==> config.mk <==
export PLATFORM = sky130hd
export DESIGN_NAME = dsrpc_top
export DESIGN_NICKNAME = d
export VERILOG_FILES = /design/src/core/dsrpc_dcinj.v /design/src/core/dsrpc_ramp.v /design/src/core/dsrpc_top.v
export VERILOG_INCLUDE_DIRS = /design/src /design/src/core
export SDC_FILE = /design/constraint.sdc
export NUM_CORES = 1
export LEC_CHECK = 0
export BUFFER_PORTS_ARGS = -buffer_cell sky130_fd_sc_hd__clkbuf_2
export CAP_MARGIN = 0
export CORE_MARGIN = 8
export CORE_UTILIZATION = 45
export CTS_CLUSTER_DIAMETER = 80
export CTS_CLUSTER_SIZE = 12
export DETAILED_ROUTE_END_ITERATION = 16
export PLACE_DENSITY_LB_ADDON = 0.1
export SYNTH_ARGS = -nofsm -noshare
export SYNTH_HDL_FRONTEND = slang
export SYNTH_SLANG_ARGS = --single-unit
==> constraint.sdc <==
create_clock -name clk_i -period 19.9 [get_ports clk_i]
set_clock_uncertainty 0.2 [all_clocks]
set_input_delay 3.98 -clock clk_i [delete_from_list [all_inputs] [get_ports clk_i]]
set_output_delay 3.98 -clock clk_i [all_outputs]
set_load 0.005 [all_outputs]
==> src/core/dsrpc_defs.vh <==
`ifndef DSRPC_DEFS_VH
`define DSRPC_DEFS_VH

// parameter identifiers on the write port
`define DSRPC_P_RAMP2_SEL 4'h0
`define DSRPC_P_ACCEL2 4'h1
`define DSRPC_P_DECEL2 4'h2
`define DSRPC_P_LINE_LOSS 4'h3
`define DSRPC_P_ADAPT 4'h4
`define DSRPC_P_INJ_MODE 4'h5
`define DSRPC_P_INJ_DUR 4'h6
`define DSRPC_P_INJ_CUR 4'h7
`define DSRPC_P_PWM_RANGE 4'h8
`define DSRPC_P_PWM_FREQ 4'h9

// ramp times in 0.1 s
`define DSRPC_RAMP_MIN 10'h001
`define DSRPC_RAMP_MAX 10'h3E7
`define DSRPC_RAMP_DEF 10'h032

// line-loss stop modes
`define DSRPC_LL_FREEWHEEL 2'h0
`define DSRPC_LL_RAMP 2'h1
`define DSRPC_LL_FAST 2'h2

// injection modes and limits
`define DSRPC_INJ_OFF 2'h0
`define DSRPC_INJ_TIMED 2'h1
`define DSRPC_INJ_CONT 2'h2
`define DSRPC_INJ_DUR_MIN 9'h001
`define DSRPC_INJ_DUR_MAX 9'h12C
`define DSRPC_INJ_DUR_DEF 9'h005
`define DSRPC_INJ_CUR_MAX 4'hC
`define DSRPC_INJ_CUR_DEF 4'h7

// switching ranges and frequency codes
`define DSRPC_PWM_LOW_RANDOM 2'h0
`define DSRPC_PWM_LOW_FIXED 2'h1
`define DSRPC_PWM_HIGH_FIXED 2'h2
`define DSRPC_FC_2K 5'h02
`define DSRPC_FC_4K 5'h04
`define DSRPC_FC_8K 5'h08
`define DSRPC_FC_12K 5'h0C
`define DSRPC_FC_16K 5'h0F
`define DSRPC_KHZ_16 5'h10

// timing
`define DSRPC_CLK_HZ 250000000
`define DSRPC_BASE_TICK_US 100
`define DSRPC_BASE_TICK_CYC ((`DSRPC_CLK_HZ / 1000000) * `DSRPC_BASE_TICK_US)
`define DSRPC_TICKS_PER_TENTH 1000

// frequencies in 0.1 Hz
`define DSRPC_FNOM 16'h01F4
`define DSRPC_HIGH_SPEED 16'h01C2

`endif

==> src/core/dsrpc_dcinj.v <==
`include "dsrpc_defs.vh"

module dsrpc_dcinj (
    input wire clk_i, // system clock
    input wire nrst_i, // async reset, active low
    input wire tenth_i, // 0.1 s tick enable
    input wire run_i, // run commanded
    input wire zero_i, // speed is zero
    input wire [1:0] mode_i, // injection mode
    input wire [8:0] dur_i, // injection time, 0.1 s
    input wire three_wire_i, // pulse control selected
    input wire li1_i, // logic input one, synchronised
    output reg inject_o // dc injection active
);

    reg [8:0] cnt_r;
    wire cond;

    // under pulse control input one gates injection
    assign cond = !run_i && zero_i && (!three_wire_i || li1_i);

    always @(posedge clk_i or negedge nrst_i)
    begin
        if (!nrst_i)
        begin
            cnt_r <= 9'h000;
            inject_o <= 1'b0;
        end
        else if (!cond || mode_i == `DSRPC_INJ_OFF)
        begin
            cnt_r <= 9'h000;
            inject_o <= 1'b0;
        end
        else if (mode_i == `DSRPC_INJ_CONT)
            inject_o <= 1'b1;
        else if (mode_i == `DSRPC_INJ_TIMED)
        begin
            // counter stays at the limit so injection ends until cond drops
            inject_o <= (cnt_r < dur_i);
            if (tenth_i && cnt_r < dur_i)
                cnt_r <= cnt_r + 9'h001;
        end
        else
            inject_o <= 1'b0;
    end

endmodule // dsrpc_dcinj

==> src/core/dsrpc_ramp.v <==
`include "dsrpc_defs.vh"

module dsrpc_ramp #(
    parameter [15:0] FNOM = `DSRPC_FNOM,
    parameter [23:0] TPT = `DSRPC_TICKS_PER_TENTH
) (
    input wire clk_i, // system clock
    input wire nrst_i, // async reset, active low
    input wire tick_i, // base tick enable
    input wire clear_i, // force frequency to zero
    input wire [15:0] target_i, // reference frequency
    input wire [9:0] acc_time_i, // active accel time
    input wire [9:0] dec_time_i, // active decel time
    input wire fast_i, // brake as hard as possible
    input wire adapt_i, // deceleration adaptation enable
    input wire overvolt_i, // bus overvoltage, synchronised
    output reg [15:0] freq_o, // output frequency
    output reg at_zero_o // frequency is zero
);

    reg [23:0] acc_r;
    wire [9:0] dtime;
    wire [23:0] sum;
    wire [23:0] lim_up;
    wire [23:0] lim_dn;
    wire hold;

    function [23:0] ramp_lim;
        input [9:0] t;
        begin
            ramp_lim = {14'h0000, t} * TPT;
        end
    endfunction

    assign dtime = fast_i ? `DSRPC_RAMP_MIN : dec_time_i;
    assign sum = acc_r + {8'h00, FNOM};
    assign lim_up = ramp_lim(acc_time_i);
    assign lim_dn = ramp_lim(dtime);
    // holding the slope while the bus is high stretches the ramp
    assign hold = adapt_i & overvolt_i;

    always @(posedge clk_i or negedge nrst_i)
    begin
        if (!nrst_i)
        begin
            acc_r <= 24'h000000;
            freq_o <= 16'h0000;
            at_zero_o <= 1'b1;
        end
        else
        begin
            at_zero_o <= (freq_o == 16'h0000);
            if (clear_i)
            begin
                acc_r <= 24'h000000;
                freq_o <= 16'h0000;
            end
            else if (tick_i)
            begin
                if (freq_o < target_i)
                begin
                    if (sum >= lim_up)
                    begin
                        acc_r <= sum - lim_up;
                        freq_o <= freq_o + 16'h0001;
                    end
                    else
                        acc_r <= sum;
                end
                else if (freq_o > target_i)
                begin
                    if (!hold)
                    begin
                        if (sum >= lim_dn)
                        begin
                            acc_r <= sum - lim_dn;
                            freq_o <= freq_o - 16'h0001;
                        end
                        else
                            acc_r <= sum;
                    end
                end
                else
                    acc_r <= 24'h000000;
            end
        end
    end

endmodule // dsrpc_ramp

==> src/core/dsrpc_top.v <==
`include "dsrpc_defs.vh"

// Summary of operation
// - parameter writes only when stopped and locked
// - second ramp selector: off or inputs 1-4
// - second ramp times need an assigned selector
// - second accel 0.1 to 99.9 s, default 5.0
// - second decel 0.1 to 99.9 s, default 5.0
// - line loss default: lock, freewheel stop
// - line loss ramp: decelerate on valid ramp
// - line loss fast: brake as hard as possible
// - timed injection after stop for set time
// - continuous injection while stopped, no limit
// - pulse control: inject only when input one high
// - injection time/current visible by mode
// - injection time 0.1 to 30.0 s, default 0.5
// - injection current 0 to 1.2 In, default 0.7
// - switching range: random low, fixed low, high
// - frequency codes limited by range, defaults 4/12
// - 2 kHz becomes 4 kHz at high speed
// - high range steps down when drive too hot
module dsrpc_top #(
    parameter BASE_TICK_CYC = `DSRPC_BASE_TICK_CYC,
    parameter TICKS_PER_TENTH = `DSRPC_TICKS_PER_TENTH,
    parameter [15:0] FNOM = `DSRPC_FNOM,
    parameter [15:0] HIGH_SPEED = `DSRPC_HIGH_SPEED
) (
    input wire clk_i, // 250 MHz system clock
    input wire nrst_i, // async reset, active low
    input wire wr_i, // parameter write strobe
    input wire [3:0] wr_addr_i, // parameter identifier
    input wire [15:0] wr_data_i, // parameter value
    input wire [3:0] logic_in_i, // logic input pins 1-4
    input wire run_cmd_i, // run command pin
    input wire line_ok_i, // line supply present pin
    input wire overvolt_i, // bus overvoltage pin
    input wire thermal_hot_i, // drive thermal state too high pin
    input wire three_wire_i, // pulse control selected
    input wire [15:0] ref_freq_i, // speed reference, 0.1 Hz
    input wire [9:0] accel1_time_i, // primary accel time, 0.1 s
    input wire [9:0] decel_time_primary_i, // primary decel time, 0.1 s
    output reg wr_ok_o, // write accepted pulse
    output reg wr_err_o, // write refused pulse
    output wire [15:0] freq_o, // output frequency, 0.1 Hz
    output reg drive_en_o, // power stage modulation enable
    output reg drive_locked_o, // drive stopped and locked
    output wire inject_o, // dc injection active
    output reg [3:0] inject_current_o, // injection current, 0.1 In
    output reg [4:0] pwm_khz_o, // switching frequency, kHz
    output reg pwm_random_o, // random dithering enabled
    output reg ramp2_active_o // second ramp pair in use
);

    localparam [1:0] ST_IDLE = 2'h0;
    localparam [1:0] ST_RUN = 2'h1;
    localparam [1:0] ST_LOSS_STOP = 2'h2;
    localparam [1:0] ST_LOCKED = 2'h3;

    reg [7:0] sync1_r;
    reg [7:0] sync2_r;
    reg [31:0] base_cnt_r;
    reg base_tick_r;
    reg [31:0] tenth_cnt_r;
    reg tenth_tick_r;
    reg [2:0] ramp2_input_sel_r;
    reg [9:0] accel2_time_r;
    reg [9:0] decel2_time_r;
    reg [1:0] loss_mode_r;
    reg adapt_r;
    reg [1:0] function_mode_sel_r;
    reg [8:0] inject_duration_r;
    reg [3:0] inject_current_r;
    reg [1:0] pwm_range_sel_r;
    reg [4:0] pwm_freq_code_r;
    reg [1:0] state_r;
    reg [1:0] state_nxt;
    reg wr_accept;
    reg [4:0] pwm_eff;

    wire [3:0] li_s;
    wire run_s;
    wire line_ok_s;
    wire overvolt_s;
    wire hot_s;
    wire ramp2_on;
    wire [9:0] acc_time;
    wire [9:0] dec_time;
    wire [15:0] target;
    wire at_zero;
    wire stopped_locked;
    wire fast_stop;
    wire clear_freq;
    wire [2:0] sel_w;

    function range_ok;
        input [15:0] v;
        input [15:0] lo;
        input [15:0] hi;
        begin
            range_ok = (v >= lo) && (v <= hi);
        end
    endfunction

    function code_ok;
        input [1:0] rng;
        input [4:0] code;
        begin
            if (rng == `DSRPC_PWM_HIGH_FIXED)
                code_ok = (code == `DSRPC_FC_8K) || (code == `DSRPC_FC_12K) ||
                          (code == `DSRPC_FC_16K);
            else
                code_ok = (code == `DSRPC_FC_2K) || (code == `DSRPC_FC_4K);
        end
    endfunction

    // run, line, overvolt, thermal and logic input pins cross in one two-stage bank; three_wire_i does not
    always @(posedge clk_i or negedge nrst_i)
    begin
        if (!nrst_i)
        begin
            sync1_r <= 8'h00;
            sync2_r <= 8'h00;
        end
        else
        begin
            sync1_r <= {thermal_hot_i, overvolt_i, line_ok_i, run_cmd_i, logic_in_i};
            sync2_r <= sync1_r;
        end
    end

    assign li_s = sync2_r[3:0];
    assign run_s = sync2_r[4];
    assign line_ok_s = sync2_r[5];
    assign overvolt_s = sync2_r[6];
    assign hot_s = sync2_r[7];

    // base tick drives the ramp, tenth tick the injection timer
    always @(posedge clk_i or negedge nrst_i)
    begin
        if (!nrst_i)
        begin
            base_cnt_r <= 32'h00000000;
            base_tick_r <= 1'b0;
            tenth_cnt_r <= 32'h00000000;
            tenth_tick_r <= 1'b0;
        end
        else
        begin
            base_tick_r <= (base_cnt_r == BASE_TICK_CYC - 1);
            if (base_cnt_r == BASE_TICK_CYC - 1)
                base_cnt_r <= 32'h00000000;
            else
                base_cnt_r <= base_cnt_r + 32'h00000001;
            tenth_tick_r <= 1'b0;
            if (base_tick_r)
            begin
                if (tenth_cnt_r == TICKS_PER_TENTH - 1)
                begin
                    tenth_cnt_r <= 32'h00000000;
                    tenth_tick_r <= 1'b1;
                end
                else
                    tenth_cnt_r <= tenth_cnt_r + 32'h00000001;
            end
        end
    end

    assign sel_w = ramp2_input_sel_r - 3'h1;
    assign ramp2_on = (ramp2_input_sel_r != 3'h0) && li_s[sel_w[1:0]];
    assign acc_time = ramp2_on ? accel2_time_r : accel1_time_i;
    // the valid decel ramp also governs a ramp stop on line loss
    assign dec_time = ramp2_on ? decel2_time_r : decel_time_primary_i;
    assign fast_stop = (state_r == ST_LOSS_STOP) && (loss_mode_r == `DSRPC_LL_FAST);
    assign target = (state_r == ST_RUN) ? ref_freq_i : 16'h0000;
    assign clear_freq = (state_r == ST_LOCKED) || (state_r == ST_IDLE && !drive_en_o);
    assign stopped_locked = (state_r == ST_IDLE || state_r == ST_LOCKED) &&
                            !drive_en_o && at_zero;

    // run state machine
    always @*
    begin
        state_nxt = state_r;
        case (state_r)
            ST_IDLE:
                if (run_s && line_ok_s)
                    state_nxt = ST_RUN;
            ST_RUN:
                if (!line_ok_s)
                begin
                    if (loss_mode_r == `DSRPC_LL_FREEWHEEL)
                        state_nxt = ST_LOCKED;
                    else
                        state_nxt = ST_LOSS_STOP;
                end
                else if (!run_s)
                    state_nxt = ST_IDLE;
            ST_LOSS_STOP:
                if (at_zero)
                    state_nxt = ST_LOCKED;
            ST_LOCKED:
                // restart needs the run command withdrawn and the line back
                if (!run_s && line_ok_s)
                    state_nxt = ST_IDLE;
            default:
                state_nxt = ST_IDLE;
        endcase
    end

    always @(posedge clk_i or negedge nrst_i)
    begin
        if (!nrst_i)
        begin
            state_r <= ST_IDLE;
            drive_en_o <= 1'b0;
            drive_locked_o <= 1'b1;
            inject_current_o <= 4'h0;
            ramp2_active_o <= 1'b0;
        end
        else
        begin
            state_r <= state_nxt;
            if (state_nxt == ST_LOCKED)
                drive_en_o <= 1'b0;
            else if (state_nxt == ST_RUN || state_nxt == ST_LOSS_STOP)
                drive_en_o <= 1'b1;
            else if (at_zero)
                drive_en_o <= 1'b0;
            // a start leaving idle this cycle must not show as locked next cycle
            drive_locked_o <= stopped_locked && (state_nxt != ST_RUN);
            inject_current_o <= inject_o ? inject_current_r : 4'h0;
            ramp2_active_o <= ramp2_on;
        end
    end

    // write acceptance and access gating
    always @*
    begin
        wr_accept = 1'b0;
        if (!stopped_locked || !drive_locked_o)
            wr_accept = 1'b0;
        else if (wr_addr_i == `DSRPC_P_RAMP2_SEL)
            wr_accept = (wr_data_i <= 16'h0004);
        else if (wr_addr_i == `DSRPC_P_ACCEL2 || wr_addr_i == `DSRPC_P_DECEL2)
            wr_accept = (ramp2_input_sel_r != 3'h0) &&
                        range_ok(wr_data_i, {6'h00, `DSRPC_RAMP_MIN},
                                 {6'h00, `DSRPC_RAMP_MAX});
        else if (wr_addr_i == `DSRPC_P_LINE_LOSS)
            wr_accept = (wr_data_i <= {14'h0000, `DSRPC_LL_FAST});
        else if (wr_addr_i == `DSRPC_P_ADAPT)
            wr_accept = (wr_data_i <= 16'h0001);
        else if (wr_addr_i == `DSRPC_P_INJ_MODE)
            wr_accept = (wr_data_i <= {14'h0000, `DSRPC_INJ_CONT});
        else if (wr_addr_i == `DSRPC_P_INJ_DUR)
            wr_accept = (function_mode_sel_r == `DSRPC_INJ_TIMED) &&
                        range_ok(wr_data_i, {7'h00, `DSRPC_INJ_DUR_MIN},
                                 {7'h00, `DSRPC_INJ_DUR_MAX});
        else if (wr_addr_i == `DSRPC_P_INJ_CUR)
            wr_accept = (function_mode_sel_r != `DSRPC_INJ_OFF) &&
                        (wr_data_i <= {12'h000, `DSRPC_INJ_CUR_MAX});
        else if (wr_addr_i == `DSRPC_P_PWM_RANGE)
            wr_accept = (wr_data_i <= {14'h0000, `DSRPC_PWM_HIGH_FIXED});
        else if (wr_addr_i == `DSRPC_P_PWM_FREQ)
            wr_accept = (wr_data_i[15:5] == 11'h000) &&
                        code_ok(pwm_range_sel_r, wr_data_i[4:0]);
        else
            wr_accept = 1'b0;
    end

    always @(posedge clk_i or negedge nrst_i)
    begin
        if (!nrst_i)
        begin
            wr_ok_o <= 1'b0;
            wr_err_o <= 1'b0;
            ramp2_input_sel_r <= 3'h0;
            accel2_time_r <= `DSRPC_RAMP_DEF;
            decel2_time_r <= `DSRPC_RAMP_DEF;
            loss_mode_r <= `DSRPC_LL_FREEWHEEL;
            adapt_r <= 1'b1;
            function_mode_sel_r <= `DSRPC_INJ_TIMED;
            inject_duration_r <= `DSRPC_INJ_DUR_DEF;
            inject_current_r <= `DSRPC_INJ_CUR_DEF;
            pwm_range_sel_r <= `DSRPC_PWM_LOW_FIXED;
            pwm_freq_code_r <= `DSRPC_FC_4K;
        end
        else
        begin
            wr_ok_o <= wr_i && wr_accept;
            wr_err_o <= wr_i && !wr_accept;
            if (wr_i && wr_accept)
            begin
                case (wr_addr_i)
                    `DSRPC_P_RAMP2_SEL: ramp2_input_sel_r <= wr_data_i[2:0];
                    `DSRPC_P_ACCEL2: accel2_time_r <= wr_data_i[9:0];
                    `DSRPC_P_DECEL2: decel2_time_r <= wr_data_i[9:0];
                    `DSRPC_P_LINE_LOSS: loss_mode_r <= wr_data_i[1:0];
                    `DSRPC_P_ADAPT: adapt_r <= wr_data_i[0];
                    `DSRPC_P_INJ_MODE: function_mode_sel_r <= wr_data_i[1:0];
                    `DSRPC_P_INJ_DUR: inject_duration_r <= wr_data_i[8:0];
                    `DSRPC_P_INJ_CUR: inject_current_r <= wr_data_i[3:0];
                    `DSRPC_P_PWM_RANGE:
                    begin
                        pwm_range_sel_r <= wr_data_i[1:0];
                        // a code invalid for the new range falls back to its default
                        if (!code_ok(wr_data_i[1:0], pwm_freq_code_r))
                            pwm_freq_code_r <= (wr_data_i[1:0] == `DSRPC_PWM_HIGH_FIXED) ?
                                               `DSRPC_FC_12K : `DSRPC_FC_4K;
                    end
                    `DSRPC_P_PWM_FREQ: pwm_freq_code_r <= wr_data_i[4:0];
                    default: ;
                endcase
            end
        end
    end

    // effective switching frequency
    always @*
    begin
        if (pwm_freq_code_r == `DSRPC_FC_16K)
            pwm_eff = `DSRPC_KHZ_16;
        else
            pwm_eff = pwm_freq_code_r;
        if (pwm_range_sel_r == `DSRPC_PWM_HIGH_FIXED)
        begin
            if (hot_s)
            begin
                if (pwm_freq_code_r == `DSRPC_FC_16K)
                    pwm_eff = `DSRPC_FC_12K;
                else if (pwm_freq_code_r == `DSRPC_FC_12K)
                    pwm_eff = `DSRPC_FC_8K;
                else
                    pwm_eff = `DSRPC_FC_4K;
            end
        end
        else if (pwm_freq_code_r == `DSRPC_FC_2K && freq_o >= HIGH_SPEED)
            pwm_eff = `DSRPC_FC_4K;
    end

    always @(posedge clk_i or negedge nrst_i)
    begin
        if (!nrst_i)
        begin
            pwm_khz_o <= `DSRPC_FC_4K;
            pwm_random_o <= 1'b0;
        end
        else
        begin
            pwm_khz_o <= pwm_eff;
            pwm_random_o <= (pwm_range_sel_r == `DSRPC_PWM_LOW_RANDOM);
        end
    end

    dsrpc_ramp #(
        .FNOM(FNOM),
        .TPT(TICKS_PER_TENTH[23:0])
    ) u_ramp (
        .clk_i(clk_i),
        .nrst_i(nrst_i),
        .tick_i(base_tick_r),
        .clear_i(clear_freq),
        .target_i(target),
        .acc_time_i(acc_time),
        .dec_time_i(dec_time),
        .fast_i(fast_stop),
        .adapt_i(adapt_r),
        .overvolt_i(overvolt_s),
        .freq_o(freq_o),
        .at_zero_o(at_zero)
    );

    // input one doubles as the stop input under pulse control
    dsrpc_dcinj u_dcinj (
        .clk_i(clk_i),
        .nrst_i(nrst_i),
        .tenth_i(tenth_tick_r),
        // a held run command blocks injection after a loss stop too
        .run_i(run_s || state_r == ST_RUN),
        .zero_i(at_zero),
        .mode_i(function_mode_sel_r),
        .dur_i(inject_duration_r),
        .three_wire_i(three_wire_i),
        .li1_i(li_s[0]),
        .inject_o(inject_o)
    );

endmodule // dsrpc_top

# [Word level (Yosys, flattened, before mapping)]
# Cells that the tools add are included.
# W data, S select, Z words.
[classes] addsub=9 mul=2 n_div=0 order_cmp=14 eq_ne=38 shift=0 muxes=75 bitwise=1 reduce_logical=71
[op_table] operator="$mux W24" count=7
[op_table] operator="$mux W16" count=8
[op_table] operator="$add A32 B1 Y32 const B" count=2
[op_table] operator="$mux W32" count=2
[op_table] operator="$ge A24 B20 Y1" count=2
[op_table] operator="$sub A24 B20 Y24" count=2
[op_table] operator="$mux W9" count=4
[op_table] operator="$mul A10 B7 Y17 const B" count=2
[op_table] operator="$mux W1" count=34
[op_table] operator="$eq A32 B10 Y1 const B" count=1
[op_table] operator="$eq A32 B15 Y1 const B" count=1
[op_table] operator="$eq A5 B4 Y1 const B" count=6
[op_table] operator="$mux W10" count=3
[op_table] operator="$mux W5" count=5
[op_table] operator="$add A24 B9 Y24 const B" count=1
[op_table] operator="$logic_and A1 B1 Y1" count=20
[op_table] operator="$reduce_and A2 Y1" count=10
[op_table] operator="$add A16 B1 Y16 const B" count=1
[op_table] operator="$eq A2 B2 Y1 const B" count=8
[op_table] operator="$eq A4 B3 Y1 const B" count=4
[op_table] operator="$ge A16 B1 Y1 const B" count=1
[op_table] operator="$ge A16 B9 Y1 const B" count=1
[op_table] operator="$gt A16 B16 Y1" count=1
[op_table] operator="$le A16 B1 Y1 const B" count=1
[op_table] operator="37 further kinds" count=83
[totals] register_bits=198 latch_bits=0 ram_bits=0 romBits=0 output_inout_bits=32 elab_cells=240 memories=0

# [Logic depth before layout (Yosys ltp)]
# Gate-level depths: netlist of the first run.
[logic_depth] ltp_word=29 mapped_depth=36 depth_no_buf=34

# [Cells and area by module]
# From an unflattened synthesis of the first run, not the netlist that was laid out.
[hier_totals] cells_unflattened=1819 hier_area_um2=16515.8
[by_module_without_submodules] module="dsrpc_ramp" instances=1 cells_per_inst=1081 area_per_inst_um2=8883.5
[by_module_without_submodules] module="dsrpc_top" instances=1 cells_per_inst=649 area_per_inst_um2=6870.3
[by_module_without_submodules] module="dsrpc_dcinj" instances=1 cells_per_inst=89 area_per_inst_um2=762.0

# [Least setup slack after synthesis of the first run]
# OpenSTA, ideal clock, no wires.
[synth_timing] kind="input to register" from="input port accel1_time_i[1]" to="register u_ramp.freq_o[11]" arrival_ns=10.280 setup_slack_ns=9.288 path_stages=28 path_buffers=1 path_cell_list="nand2_1 nand2_1 inv_1 fa_1 fa_1 fa_1 inv_1 fa_1 ha_1 o21ai_0 a21boi_0 o21ai_0 a21boi_0 o2111ai_1 nand3_1 o41a_1 xnor2_1 ha_1 inv_1 o21ai_0 o311a_1 a211oi_1 nor3b_2 nor2_1 o21ai_2 buf_2 mux2i_1 nor2_1"
[synth_between] elab_chain_len=5
[synth_rtl] element="start: declaration" line="dsrpc_top.v:40" rtl="input wire [9:0] accel1_time_i,"
[synth_rtl] element="$mux W10" line="dsrpc_top.v:170" rtl="assign acc_time = ramp2_on ? accel2_time_r : accel1_time_i;"
[synth_rtl] element="$mul A10 B7 Y17" line="dsrpc_ramp.v:31" rtl="ramp_lim = {14'h0000, t} * TPT;"
[synth_rtl] element="$ge A24 B20 Y1" line="dsrpc_ramp.v:62" rtl="if (sum >= lim_up)"
[synth_rtl] element="$ne A3 B3 Y1 (no line)"
[synth_rtl] element="$reduce_and A5 Y1 (no line)"
[synth_rtl] element="end signal: assignment" line="dsrpc_ramp.v:65" rtl="freq_o <= freq_o + 16'h0001;"
[synth_rtl] element="end signal: assignment" line="dsrpc_ramp.v:77" rtl="freq_o <= freq_o - 16'h0001;"
[synth_rtl] element="end: declaration" line="dsrpc_ramp.v:17" rtl="output reg [15:0] freq_o,"
# No other way between the ends.
# A chain may end at the register's enable or synchronous reset.

# [Worst setup path after layout of the first run]
[layout_timing] from="input port accel1_time_i[7]" to="register u_ramp.freq_o[11]"
# Same word-level chain as after synthesis.

==> impl_metrics.xml, run 1 <==
<?xml version="1.0" encoding="UTF-8"?>
<metrics>
  <group name="run_status">
    <metric name="status" unit="">complete, no violations</metric>
  </group>
  <group name="worst_setup_path">
    <metric name="timing.critical_path.to" unit="">u_ramp.freq_o[11]</metric>
    <metric name="worstPathMaxFanout" unit="">19</metric>
    <metric name="worst_setup_path_start_kind" unit="">input pin</metric>
    <metric name="rr_startpoint" unit="">ramp2_input_sel_r[0]</metric>
    <metric name="worst-endpoint-required" unit="ns">20.01</metric>
    <metric name="worst_r2r_path_depth" unit="">33</metric>
    <metric name="worst_reg2reg_endpoint" unit="">u_ramp.freq_o[11]</metric>
    <metric name="startpoint_of_the_worst_setup_timing_path" unit="">accel1_time_i[7]</metric>
    <metric name="r2r_setup_slack" unit="ns">10.71</metric>
    <metric name="timing.setup.critical_path_class" unit="">in2reg</metric>
    <metric name="cp_data_arrival_time" unit="ns">11.24</metric>
    <metric name="worstSetupEndpointType" unit="">flip-flop</metric>
  </group>
  <group name="route">
    <metric name="first_pass_iters" unit="">5</metric>
    <metric name="routed_via_density" unit="">5.49</metric>
    <metric name="dr.first_iter.drc_count" unit="">525</metric>
    <metric name="wl" unit="mm">40.6</metric>
    <metric name="post_drt_wl_per_cell" unit="um">17.6</metric>
    <metric name="vias" unit="">12600</metric>
    <metric name="drc" unit="">0</metric>
    <metric name="drtAntennaViolNets" unit="">0</metric>
  </group>
  <group name="synth">
    <metric name="synth-seq-area-share" unit="">0.305</metric>
    <metric name="postSynthCellCount" unit="">1736</metric>
    <metric name="synth.top_cell.area_share" unit="">0.275</metric>
    <metric name="synth_top_flop_cell" unit="">sky130_fd_sc_hd__dfrtp_1</metric>
    <metric name="mappedNetlistNets" unit="">2031</metric>
    <metric name="number_of_flip_flops_and_latches_in_the_synthesized_netlist" unit="">196</metric>
    <metric name="post_synth_num_cell_types" unit="">78</metric>
    <metric name="number_of_enable_type_register_cells_in_the_synthesized_netlist" unit="">0</metric>
    <metric name="area_contributors_post_synth" unit="">sky130_fd_sc_hd__dfrtp_1 28%, sky130_fd_sc_hd__ha_1 13%, sky130_fd_sc_hd__fa_1 7.8%</metric>
    <metric name="synthArstFlopShare" unit="">1.00</metric>
    <metric name="yosys.area.top_type" unit="">sky130_fd_sc_hd__dfrtp_1</metric>
    <metric name="synthesis.area" unit="sq um">16200</metric>
    <metric name="postSynthAreaPerCell" unit="sq um">9.32</metric>
    <metric name="ys_warn_count" unit="">0</metric>
  </group>
  <group name="min_path">
    <metric name="timing.hold.worst.class" unit="">reg2reg</metric>
  </group>
  <group name="sta">
    <metric name="post-route-period-util" unit="">0.559</metric>
    <metric name="holdWs" unit="ns">0.150</metric>
    <metric name="setup_viol" unit="">0</metric>
    <metric name="report.final.slew_viol_count" unit="">0</metric>
    <metric name="fin_ws" unit="ns">8.77</metric>
    <metric name="fin_setup_tns" unit="ns">0</metric>
    <metric name="hold_viol" unit="">0</metric>
    <metric name="min_period" unit="ns">11.13</metric>
    <metric name="grt_setup_unrepaired" unit="">false</metric>
    <metric name="max_clock_freq" unit="GHz">0.0898</metric>
    <metric name="relSlewSlack" unit="">0.250</metric>
    <metric name="worst-slew-pin-transition" unit="ns">1.12</metric>
  </group>
  <group name="cts">
    <metric name="worst_setup_hold_path_clk_slew" unit="ns">0.08</metric>
    <metric name="cts_setup_buffers" unit="">0</metric>
    <metric name="cts_buffer_depth" unit="">2</metric>
    <metric name="clock-sinks" unit="">196</metric>
    <metric name="cts_made_buffers" unit="">17</metric>
    <metric name="cts_resized" unit="">0</metric>
    <metric name="cts.hold.buffers_added" unit="">0</metric>
    <metric name="cts_root_buffer" unit="">sky130_fd_sc_hd__clkbuf_16</metric>
    <metric name="worstSkewPairLatency" unit="ns">0.46</metric>
    <metric name="tritoncts" unit="">done</metric>
    <metric name="ctsHtreeMaxLevel" unit="">4</metric>
  </group>
  <group name="floorplan">
    <metric name="start_util" unit="">0.456</metric>
    <metric name="placeableCoreArea" unit="sq um">35500</metric>
    <metric name="ios" unit="">100</metric>
    <metric name="floorplan.die_area" unit="sq um">42300</metric>
    <metric name="row_count" unit="">69</metric>
    <metric name="die_height" unit="um">206</metric>
    <metric name="die_width" unit="um">206</metric>
  </group>
  <group name="finish">
    <metric name="final_net_count" unit="">2122</metric>
    <metric name="insertedDiodeCount" unit="">0</metric>
    <metric name="finalNonFillerCells" unit="">2301</metric>
    <metric name="n_fill_cell" unit="">3377</metric>
    <metric name="drive_gt1_frac" unit="">0.135</metric>
    <metric name="areaGrowthSynthToFinish" unit="%">10.1</metric>
  </group>
  <group name="placement">
    <metric name="place_inst" unit="">2269</metric>
    <metric name="buffer_ports.inserted" unit="">99</metric>
    <metric name="dp_slack" unit="ns">8.28</metric>
    <metric name="hpwl" unit="mm">31.5</metric>
    <metric name="routabilityCongestion" unit="">0.875</metric>
  </group>
  <group name="power_and_ir_drop">
    <metric name="leakage" unit="nW">8.78</metric>
    <metric name="fin_total_pwr" unit="mW">1.79</metric>
    <metric name="vdd_ir_drop_max" unit="uV">79.8</metric>
    <metric name="pwr_density_cell" unit="nW/um^2">101</metric>
  </group>
  <group name="global_routing">
    <metric name="grt_first_pass_wirelength" unit="mm">66.9</metric>
    <metric name="grt_pass1_vias" unit="">13000</metric>
    <metric name="antenna_found_initial" unit="">0</metric>
    <metric name="grtUsageTotal" unit="">0.195</metric>
    <metric name="grt_max_degree" unit="">78</metric>
    <metric name="globalRouteOverflowTotal" unit="">0</metric>
  </group>
  <group name="run">
    <metric name="max_cap_viol_count" unit="">0</metric>
  </group>
</metrics>
-- cell usage after synthesis, types with 20 or more instances --
cell / n
sky130_fd_sc_hd__a21o_1: 26
sky130_fd_sc_hd__nand3_1: 60
sky130_fd_sc_hd__nand2_1: 139
sky130_fd_sc_hd__clkbuf_1: 26
sky130_fd_sc_hd__mux2i_1: 46
sky130_fd_sc_hd__o21ai_0: 78
sky130_fd_sc_hd__mux2_2: 54
sky130_fd_sc_hd__a21oi_1: 82
sky130_fd_sc_hd__fa_1: 63
sky130_fd_sc_hd__xnor2_1: 82
sky130_fd_sc_hd__or3_1: 20
sky130_fd_sc_hd__inv_1: 154
sky130_fd_sc_hd__ha_1: 164
sky130_fd_sc_hd__nand4_1: 29
sky130_fd_sc_hd__xor2_1: 67
sky130_fd_sc_hd__dfrtp_1: 178
sky130_fd_sc_hd__nor3_1: 35
sky130_fd_sc_hd__nor2_1: 135
sky130_fd_sc_hd__nor2b_1: 20
-- registers in the layout, summed over array words and instances, names as in the netlist, 2 cells and up --
register / flops
base_cnt_r: 32
tenth_cnt_r: 32
u_ramp.acc_r: 22
u_ramp.freq_o: 16
accel2_time_r: 10
decel2_time_r: 10
inject_duration_r: 9
u_dcinj.cnt_r: 9
sync1_r: 8
sync2_r: 8
pwm_freq_code_r: 5
pwm_khz_o: 5
inject_current_o: 4
inject_current_r: 4
ramp2_input_sel_r: 3
function_mode_sel_r: 2
loss_mode_r: 2
pwm_range_sel_r: 2
state_r: 2
-- critical path: stages --
cell	delay, ns
sky130_fd_sc_hd__clkbuf_2	0.08
sky130_fd_sc_hd__mux2i_1	0.49
sky130_fd_sc_hd__inv_1	0.31
sky130_fd_sc_hd__ha_1	0.36
sky130_fd_sc_hd__inv_1	0.05
sky130_fd_sc_hd__fa_1	0.53
sky130_fd_sc_hd__inv_1	0.06
sky130_fd_sc_hd__fa_1	0.49
sky130_fd_sc_hd__inv_1	0.05
sky130_fd_sc_hd__fa_1	0.49
sky130_fd_sc_hd__inv_1	0.04
sky130_fd_sc_hd__ha_1	0.33
sky130_fd_sc_hd__and3_1	0.20
sky130_fd_sc_hd__o311a_1	0.14
sky130_fd_sc_hd__o311ai_0	0.44
sky130_fd_sc_hd__nand2_1	0.11
sky130_fd_sc_hd__ha_1	0.36
sky130_fd_sc_hd__a21oi_1	0.24
sky130_fd_sc_hd__o21ai_0	0.12
sky130_fd_sc_hd__o311a_1	0.35
sky130_fd_sc_hd__a211oi_1	0.37
sky130_fd_sc_hd__nor3b_4	0.27
sky130_fd_sc_hd__nor2_1	0.14
sky130_fd_sc_hd__o21ai_2	0.90
sky130_fd_sc_hd__mux2i_1	0.28
sky130_fd_sc_hd__nor2_1	0.06
-- kinds of logic (layout without fill, tap and decap cells) --
logic type | Yosys count | after routing | share of synthesized area
AO/OA/AOI/OAI | 311 | 311 | 0.123
AND/OR/NAND/NOR | 559 | 559 | 0.174
buffers and inverters | 193 | 297 | 0.0455
flip-flops | 196 | 196 | 0.305
multiplexers | 101 | 101 | 0.0674
XOR/XNOR | 149 | 149 | 0.0807
adder cells (fa/ha/maj) | 227 | 227 | 0.205
-- stage by stage --
stage	instance area, sq um	utilization
after global placement	17200	0.485
after detailed placement	17200	0.485
final	17800	0.502
after global routing	17800	0.502
after floorplan	16200	-
after CTS	17800	0.502
-- cell type report --
cell class	instances	area, sq um	area share
Clock buffer	17	425	0.0239
Multi-Input combinational cell	1347	10500	0.591
Timing Repair Buffer	109	579	0.0325
Sequential cell	196	4930	0.277
Tap cell	461	577	0.0324
Inverter	156	586	0.0329
Clock inverter	15	191	0.0107
-- worst min-delay path by stage --
stage | start | endpoint | slack, ns | depth (start not counted)
final | sync1_r[5] | sync2_r[5] | 0.15 | 0
after global routing | sync1_r[5] | sync2_r[5] | 0.16 | 0
after CTS | sync1_r[5] | sync2_r[5] | 0.15 | 0
after detailed placement | sync1_r[5] | sync2_r[5] | 0.13 | 0
after global placement | sync1_r[7] | sync2_r[7] | 0.13 | 0
after floorplan | sync1_r[0] | sync2_r[0] | 0.13 | 0
-- report_power, final --
part           total, mW  switching, mW  leakage (nW)  internal, mW
Sequential         0.418        0.00887          2.59         0.410
Combinational       1.01          0.600          5.89         0.412
Clock              0.361          0.187         0.301         0.173
-- per-layer routing --
| metal | vias to the layer above | track usage | wire (um) |
|---|---|---|---|
| li1 | 6268 | - | - |
| met1 | 6139 | 0.259 | 19400 |
| met2 | 199 | 0.328 | 19400 |
| met3 | 37 | 0.0293 | 1210 |
| met4 | 0 | 0.0500 | 589 |
| met5 | - | 0 | 0 |
-- cells in the final DEF (no fill, tap or decap), drive strengths merged, types with 46 or more instances in the layout --
| cell type | n |
|---|---|
| mux2i | 46 |
| inv | 165 |
| clkbuf | 116 |
| ha | 164 |
| a21oi | 82 |
| fa | 63 |
| o21ai | 79 |
| nand2 | 139 |
| nand3 | 60 |
| dfrtp | 178 |
| xor2 | 67 |
| nor2 | 135 |
| xnor2 | 82 |
| mux2 | 54 |
(Power assumes the default switching activity.)
==> inputs of run 2 (changes only) <==
==> constraint.sdc (replaced) <==
create_clock -name clk_i -period 9.7 [get_ports clk_i]
set_clock_uncertainty 0.2 [all_clocks]
set_input_delay 1.94 -clock clk_i [delete_from_list [all_inputs] [get_ports clk_i]]
set_output_delay 1.94 -clock clk_i [all_outputs]
set_load 0.005 [all_outputs]
==> impl_metrics.xml, run 2 (same netlist as run 1, synthesis figures left out) <==
<?xml version="1.0" encoding="UTF-8"?>
<metrics>
  <group name="worst_setup_path">
    <metric name="worst_reg2reg_endpoint" unit="">u_ramp.freq_o[11]</metric>
    <metric name="crit_path_max_incr_delay" unit="ns">0.54</metric>
    <metric name="worst-endpoint-required" unit="ns">9.80</metric>
    <metric name="slowest_stage" unit="">sky130_fd_sc_hd__fa_1</metric>
    <metric name="rr_startpoint" unit="">ramp2_input_sel_r[0]</metric>
    <metric name="worst_setup_path_start_kind" unit="">flip-flop</metric>
    <metric name="worstPathMaxFanout" unit="">19</metric>
    <metric name="timing.setup.critical_path_class" unit="">reg2reg</metric>
    <metric name="worst_r2r_path_depth" unit="">33</metric>
    <metric name="cp_data_arrival_time" unit="ns">8.96</metric>
    <metric name="worstSetupEndpointType" unit="">flip-flop</metric>
    <metric name="r2r_setup_slack" unit="ns">0.84</metric>
  </group>
  <group name="run">
    <metric name="max_cap_viol_count" unit="">0</metric>
  </group>
  <group name="sta">
    <metric name="worst-slew-pin-transition" unit="ns">1.18</metric>
    <metric name="report.final.slew_viol_count" unit="">0</metric>
    <metric name="post-route-period-util" unit="">0.914</metric>
    <metric name="max_clock_freq" unit="GHz">0.113</metric>
    <metric name="grt_setup_unrepaired" unit="">false</metric>
    <metric name="hold_viol" unit="">0</metric>
    <metric name="setup_viol" unit="">0</metric>
    <metric name="fin_setup_tns" unit="ns">0</metric>
    <metric name="min_period" unit="ns">8.86</metric>
    <metric name="relSlewSlack" unit="">0.195</metric>
  </group>
  <group name="route">
    <metric name="drc" unit="">0</metric>
    <metric name="routed_via_density" unit="">5.51</metric>
    <metric name="vias" unit="">12700</metric>
    <metric name="dr.first_iter.drc_count" unit="">640</metric>
    <metric name="post_drt_wl_per_cell" unit="um">17.5</metric>
    <metric name="drtAntennaViolNets" unit="">0</metric>
    <metric name="first_pass_iters" unit="">5</metric>
    <metric name="wl" unit="mm">40.3</metric>
  </group>
  <group name="finish">
    <metric name="reg.largest.list" unit="">base_cnt_r: 32 flops, tenth_cnt_r: 32 flops, u_ramp.acc_r: 22 flops</metric>
    <metric name="layout.cell_area.non_filler" unit="sq um">17800</metric>
    <metric name="n_fill_cell" unit="">3352</metric>
    <metric name="areaGrowthSynthToFinish" unit="%">10.2</metric>
    <metric name="final_util" unit="">0.502</metric>
    <metric name="layout_common_cells" unit="">178 x sky130_fd_sc_hd__dfrtp_1, 164 x sky130_fd_sc_hd__ha_1, 154 x sky130_fd_sc_hd__inv_1</metric>
    <metric name="insertedDiodeCount" unit="">0</metric>
    <metric name="layout.cells.most_common" unit="">sky130_fd_sc_hd__dfrtp_1</metric>
    <metric name="regArea" unit="sq um">4930</metric>
    <metric name="drive_gt1_frac" unit="">0.138</metric>
    <metric name="multiInputGateArea" unit="sq um">10500</metric>
    <metric name="final_net_count" unit="">2127</metric>
  </group>
  <group name="global_routing">
    <metric name="grt_pass1_vias" unit="">12700</metric>
    <metric name="grt_max_degree" unit="">97</metric>
    <metric name="grtUsageTotal" unit="">0.194</metric>
    <metric name="antenna_found_initial" unit="">0</metric>
    <metric name="globalRouteOverflowTotal" unit="">0</metric>
    <metric name="grt_first_pass_wirelength" unit="mm">66.7</metric>
  </group>
  <group name="placement">
    <metric name="routabilityCongestion" unit="">0.874</metric>
    <metric name="hpwl" unit="mm">31.6</metric>
    <metric name="buffer_ports.inserted" unit="">99</metric>
    <metric name="placed_area" unit="sq um">17200</metric>
  </group>
  <group name="cts">
    <metric name="cts_setup_buffers" unit="">0</metric>
    <metric name="cts.hold.buffers_added" unit="">0</metric>
    <metric name="clock-sinks" unit="">196</metric>
    <metric name="cts_made_buffers" unit="">17</metric>
    <metric name="worst_setup_hold_path_clk_slew" unit="ns">0.08</metric>
    <metric name="cts_root_buffer" unit="">sky130_fd_sc_hd__clkbuf_16</metric>
    <metric name="cts_resized" unit="">0</metric>
    <metric name="tritoncts" unit="">done</metric>
    <metric name="ctsHtreeMaxLevel" unit="">4</metric>
    <metric name="cts_buffer_depth" unit="">2</metric>
    <metric name="worstSkewPairLatency" unit="ns">0.45</metric>
  </group>
  <group name="power_and_ir_drop">
    <metric name="vdd_ir_drop_max" unit="uV">155</metric>
    <metric name="leakage" unit="nW">8.79</metric>
    <metric name="pwr_density_cell" unit="nW/um^2">207</metric>
  </group>
  <group name="floorplan">
    <metric name="floorplan.die_area" unit="sq um">42300</metric>
    <metric name="placeableCoreArea" unit="sq um">35500</metric>
    <metric name="die_width" unit="um">206</metric>
    <metric name="die_height" unit="um">206</metric>
    <metric name="start_util" unit="">0.456</metric>
    <metric name="ios" unit="">100</metric>
    <metric name="row_count" unit="">69</metric>
  </group>
  <group name="run_status">
    <metric name="status" unit="">complete, no violations</metric>
  </group>
  <group name="min_path">
    <metric name="timing.hold.worst.class" unit="">reg2reg</metric>
    <metric name="hold_path_depth" unit="">0</metric>
    <metric name="hold_start" unit="">sync1_r[7]</metric>
    <metric name="hold_end" unit="">sync2_r[7]</metric>
  </group>
</metrics>
==> run 2: changes by cell type in the layout (fill, tap and decap cells not counted), sizes merged <==
cell,previous run,this run
clkinvlp,0,1
clkbuf,116,117
inv,165,163
buf,10,15
==> run 2: layout make-up <==
class | instances | share of cell area
Clock buffer | 18 | 0.0241
Clock inverter | 14 | 0.00891
Inverter | 156 | 0.0328
Multi-Input combinational cell | 1347 | 0.591
Sequential cell | 196 | 0.276
Tap cell | 461 | 0.0324
Timing Repair Buffer | 114 | 0.0346
==> run 2: routing by layer <==
layer	share of wire	track usage	wire, um	up-vias
met3	0.035	0.0318	1420	47
met5	0	0	0	-
li1	-	-	-	6274
met1	0.47	0.263	19000	6176
met4	0.019	0.0495	749	0
met2	0.47	0.320	19100	219
==> run 2: metrics by stage <==
step                      hold slack (ns)  setup slack [ns]  total power [mW]  std cells
after floorplan                     0.131              1.13              2.46       1736
after global placement              0.131             0.649              2.98       2274
after detailed placement            0.136             0.498              2.99       2274
after CTS                           0.132             0.506              3.72       2306
after global routing                0.146             0.123              4.00       2306
final                               0.133             0.839              3.68       2306
==> run 2: where the power goes <==
part / switching, mW / internal, mW
logic: 1.27 / 0.847
registers: 0.0185 / 0.840
clock network: 0.362 / 0.347
total: 1.65 / 2.03
==> run 2: worst max path at each step <==
stage	end	cells past startpoint	slack, ns	start
after CTS	u_ramp.freq_o[11]	33	0.51	ramp2_input_sel_r[0]
after detailed placement	u_ramp.freq_o[13]	27	0.50	accel1_time_i[7]
after global routing	u_ramp.freq_o[2]	33	0.12	ramp2_input_sel_r[0]
after floorplan	u_ramp.freq_o[11]	28	1.13	accel1_time_i[1]
final	u_ramp.freq_o[11]	33	0.84	ramp2_input_sel_r[0]
after global placement	u_ramp.freq_o[9]	29	0.65	decel_time_primary_i[0]
==> run 2: critical path: cells and delay by family (launching register included) <==
| family | cells | cell delay [ns] |
|---|---|---|
| adders and majority gates | 7 | 2.91 |
| AOI/OAI and AO/OA | 10 | 2.12 |
| and+or+nand+nor | 7 | 1.38 |
| buffers and inverters | 6 | 0.98 |
| muxes | 2 | 0.53 |
| DFF | 1 | 0.39 |
| xor gates and xnor gates | 1 | 0.18 |
==> inputs of run 3 (changes only) <==
--- a/config.mk
+++ b/config.mk
@@ -13,7 +13,7 @@
 export CTS_CLUSTER_DIAMETER = 80
 export CTS_CLUSTER_SIZE = 12
 export DETAILED_ROUTE_END_ITERATION = 16
-export PLACE_DENSITY_LB_ADDON = 0.1
+export PLACE_DENSITY_LB_ADDON = 0.12
 export SYNTH_ARGS = -nofsm -noshare
 export SYNTH_HDL_FRONTEND = slang
 export SYNTH_SLANG_ARGS = --single-unit
==> impl_metrics.xml, run 3 (same netlist as run 1, synthesis figures left out) <==
<?xml version="1.0" encoding="UTF-8"?>
<metrics>
  <group name="run_status">
    <metric name="status" unit="">complete, no violations</metric>
  </group>
  <group name="cts">
    <metric name="cts.hold.buffers_added" unit="">0</metric>
    <metric name="clock-sinks" unit="">196</metric>
    <metric name="cts_resized" unit="">0</metric>
    <metric name="cts_root_buffer" unit="">sky130_fd_sc_hd__clkbuf_16</metric>
    <metric name="worstSkewPairLatency" unit="ns">0.45</metric>
    <metric name="ctsHtreeMaxLevel" unit="">4</metric>
    <metric name="cts_buffer_depth" unit="">2</metric>
    <metric name="worst_setup_hold_path_clk_slew" unit="ns">0.08</metric>
    <metric name="tritoncts" unit="">done</metric>
    <metric name="cts_made_buffers" unit="">17</metric>
    <metric name="cts_setup_buffers" unit="">0</metric>
  </group>
  <group name="finish">
    <metric name="layout_common_cells" unit="">178 x sky130_fd_sc_hd__dfrtp_1, 164 x sky130_fd_sc_hd__ha_1, 154 x sky130_fd_sc_hd__inv_1</metric>
    <metric name="n_fill_cell" unit="">3367</metric>
    <metric name="areaGrowthSynthToFinish" unit="%">10.6</metric>
    <metric name="drive_gt1_frac" unit="">0.140</metric>
    <metric name="insertedDiodeCount" unit="">0</metric>
    <metric name="reg.largest.list" unit="">base_cnt_r: 32 flops, tenth_cnt_r: 32 flops, u_ramp.acc_r: 22 flops</metric>
    <metric name="final_net_count" unit="">2133</metric>
    <metric name="finalNonFillerCells" unit="">2312</metric>
    <metric name="layout.cells.most_common" unit="">sky130_fd_sc_hd__dfrtp_1</metric>
  </group>
  <group name="route">
    <metric name="dr.first_iter.drc_count" unit="">595</metric>
    <metric name="post_drt_wl_per_cell" unit="um">17.5</metric>
    <metric name="wl" unit="mm">40.4</metric>
    <metric name="first_pass_iters" unit="">5</metric>
    <metric name="drtAntennaViolNets" unit="">0</metric>
    <metric name="routed_via_density" unit="">5.55</metric>
    <metric name="vias" unit="">12800</metric>
    <metric name="drc" unit="">0</metric>
  </group>
  <group name="worst_setup_path">
    <metric name="worstPathMaxFanout" unit="">19</metric>
    <metric name="crit_path_max_incr_delay" unit="ns">0.55</metric>
    <metric name="worst_reg2reg_endpoint" unit="">u_ramp.freq_o[14]</metric>
    <metric name="slowest_stage" unit="">sky130_fd_sc_hd__fa_1</metric>
    <metric name="cp_data_arrival_time" unit="ns">8.83</metric>
    <metric name="rr_startpoint" unit="">ramp2_input_sel_r[0]</metric>
    <metric name="timing.setup.critical_path_class" unit="">reg2reg</metric>
    <metric name="worst-endpoint-required" unit="ns">9.87</metric>
    <metric name="worstSetupEndpointType" unit="">flip-flop</metric>
    <metric name="crit_path_frequent_cell" unit="">sky130_fd_sc_hd__inv_1</metric>
    <metric name="worst_setup_path_start_kind" unit="">flip-flop</metric>
    <metric name="worst_r2r_path_depth" unit="">33</metric>
    <metric name="r2r_setup_slack" unit="ns">1.05</metric>
  </group>
  <group name="floorplan">
    <metric name="die_width" unit="um">206</metric>
    <metric name="die_height" unit="um">206</metric>
    <metric name="row_count" unit="">69</metric>
    <metric name="placeableCoreArea" unit="sq um">35500</metric>
    <metric name="start_util" unit="">0.456</metric>
    <metric name="ios" unit="">100</metric>
    <metric name="floorplan.die_area" unit="sq um">42300</metric>
  </group>
  <group name="power_and_ir_drop">
    <metric name="vdd_ir_drop_max" unit="uV">172</metric>
    <metric name="leakage" unit="nW">8.84</metric>
    <metric name="pwr_density_cell" unit="nW/um^2">205</metric>
  </group>
  <group name="sta">
    <metric name="post-route-period-util" unit="">0.892</metric>
    <metric name="max_clock_freq" unit="GHz">0.116</metric>
    <metric name="relSlewSlack" unit="">0.275</metric>
    <metric name="grt_setup_unrepaired" unit="">false</metric>
    <metric name="hold_viol" unit="">0</metric>
    <metric name="setup_viol" unit="">0</metric>
    <metric name="fin_setup_tns" unit="ns">0</metric>
    <metric name="worst-slew-pin-transition" unit="ns">1.07</metric>
    <metric name="min_period" unit="ns">8.65</metric>
    <metric name="report.final.slew_viol_count" unit="">0</metric>
  </group>
  <group name="min_path">
    <metric name="hold_start" unit="">sync1_r[7]</metric>
    <metric name="hold_end" unit="">sync2_r[7]</metric>
    <metric name="hold_path_depth" unit="">0</metric>
    <metric name="timing.hold.worst.class" unit="">reg2reg</metric>
  </group>
  <group name="global_routing">
    <metric name="grt_pass1_vias" unit="">12900</metric>
    <metric name="antenna_found_initial" unit="">0</metric>
    <metric name="globalRouteOverflowTotal" unit="">0</metric>
    <metric name="grt_first_pass_wirelength" unit="mm">66.6</metric>
    <metric name="grtUsageTotal" unit="">0.195</metric>
    <metric name="grt_max_degree" unit="">79</metric>
  </group>
  <group name="placement">
    <metric name="hpwl" unit="mm">31.7</metric>
    <metric name="buffer_ports.inserted" unit="">99</metric>
    <metric name="routabilityCongestion" unit="">0.923</metric>
    <metric name="place_inst" unit="">2280</metric>
  </group>
  <group name="run">
    <metric name="max_cap_viol_count" unit="">0</metric>
  </group>
</metrics>
run 3: cell type report:
cell class	instances	area, sq um	area share
Multi-Input combinational cell	1347	10500	0.588
Clock buffer	19	453	0.0253
Timing Repair Buffer	120	687	0.0384
Tap cell	461	577	0.0322
Clock inverter	13	134	0.00748
Inverter	156	586	0.0327
Sequential cell	196	4930	0.275
run 3: worst max path at each step:
stage | slack, ns | endpoint | startpoint
floorplan | 1.13 | u_ramp.freq_o[11] | accel1_time_i[1]
global placement | 0.79 | u_ramp.freq_o[14] | decel_time_primary_i[0]
global route | 0.59 | u_ramp.freq_o[8] | ramp2_input_sel_r[0]
CTS | 1.07 | u_ramp.freq_o[14] | ramp2_input_sel_r[0]
finish | 1.05 | u_ramp.freq_o[14] | ramp2_input_sel_r[0]
detailed placement | 0.63 | u_ramp.freq_o[14] | decel_time_primary_i[0]
run 3: where the power goes:
part           switching, mW  total (mW)  internal (mW)  leakage, nW
combinational           1.25        2.10          0.850         5.96
sequential            0.0174       0.858          0.840         2.59
clock                  0.359       0.716          0.357        0.291
total                   1.63        3.68           2.05         8.84
run 3: routing by layer:
layer	GRT usage	vias up	share of wire	routed length (um)
li1	-	6274	-	-
met1	0.260	6248	0.46	18500
met2	0.320	250	0.48	19400
met3	0.0331	57	0.040	1600
met4	0.0567	0	0.024	959
met5	0	-	0	0
run 3: critical path, delay by kind of cell (launching register included):
kind	cells	cell delay [ns]
fa+ha+maj	7	3.00
compound gates	10	1.92
simple gates	5	1.44
buf+inv	8	1.03
flops	1	0.40
mux	2	0.40
xor+xnor	1	0.18
run 3: through the flow:
stage / hold slack (ns) / util / power (mW) / cell area (sq um) / worst slack [ns]
after floorplan: 0.131 / - / 2.46 / 16200 / 1.13
after global placement: 0.131 / 0.488 / 2.97 / 17300 / 0.790
after detailed placement: 0.135 / 0.488 / 2.97 / 17300 / 0.632
after CTS: 0.153 / 0.504 / 3.71 / 17900 / 1.07
after global routing: 0.163 / 0.504 / 4.01 / 17900 / 0.588
final: 0.151 / 0.504 / 3.68 / 17900 / 1.05
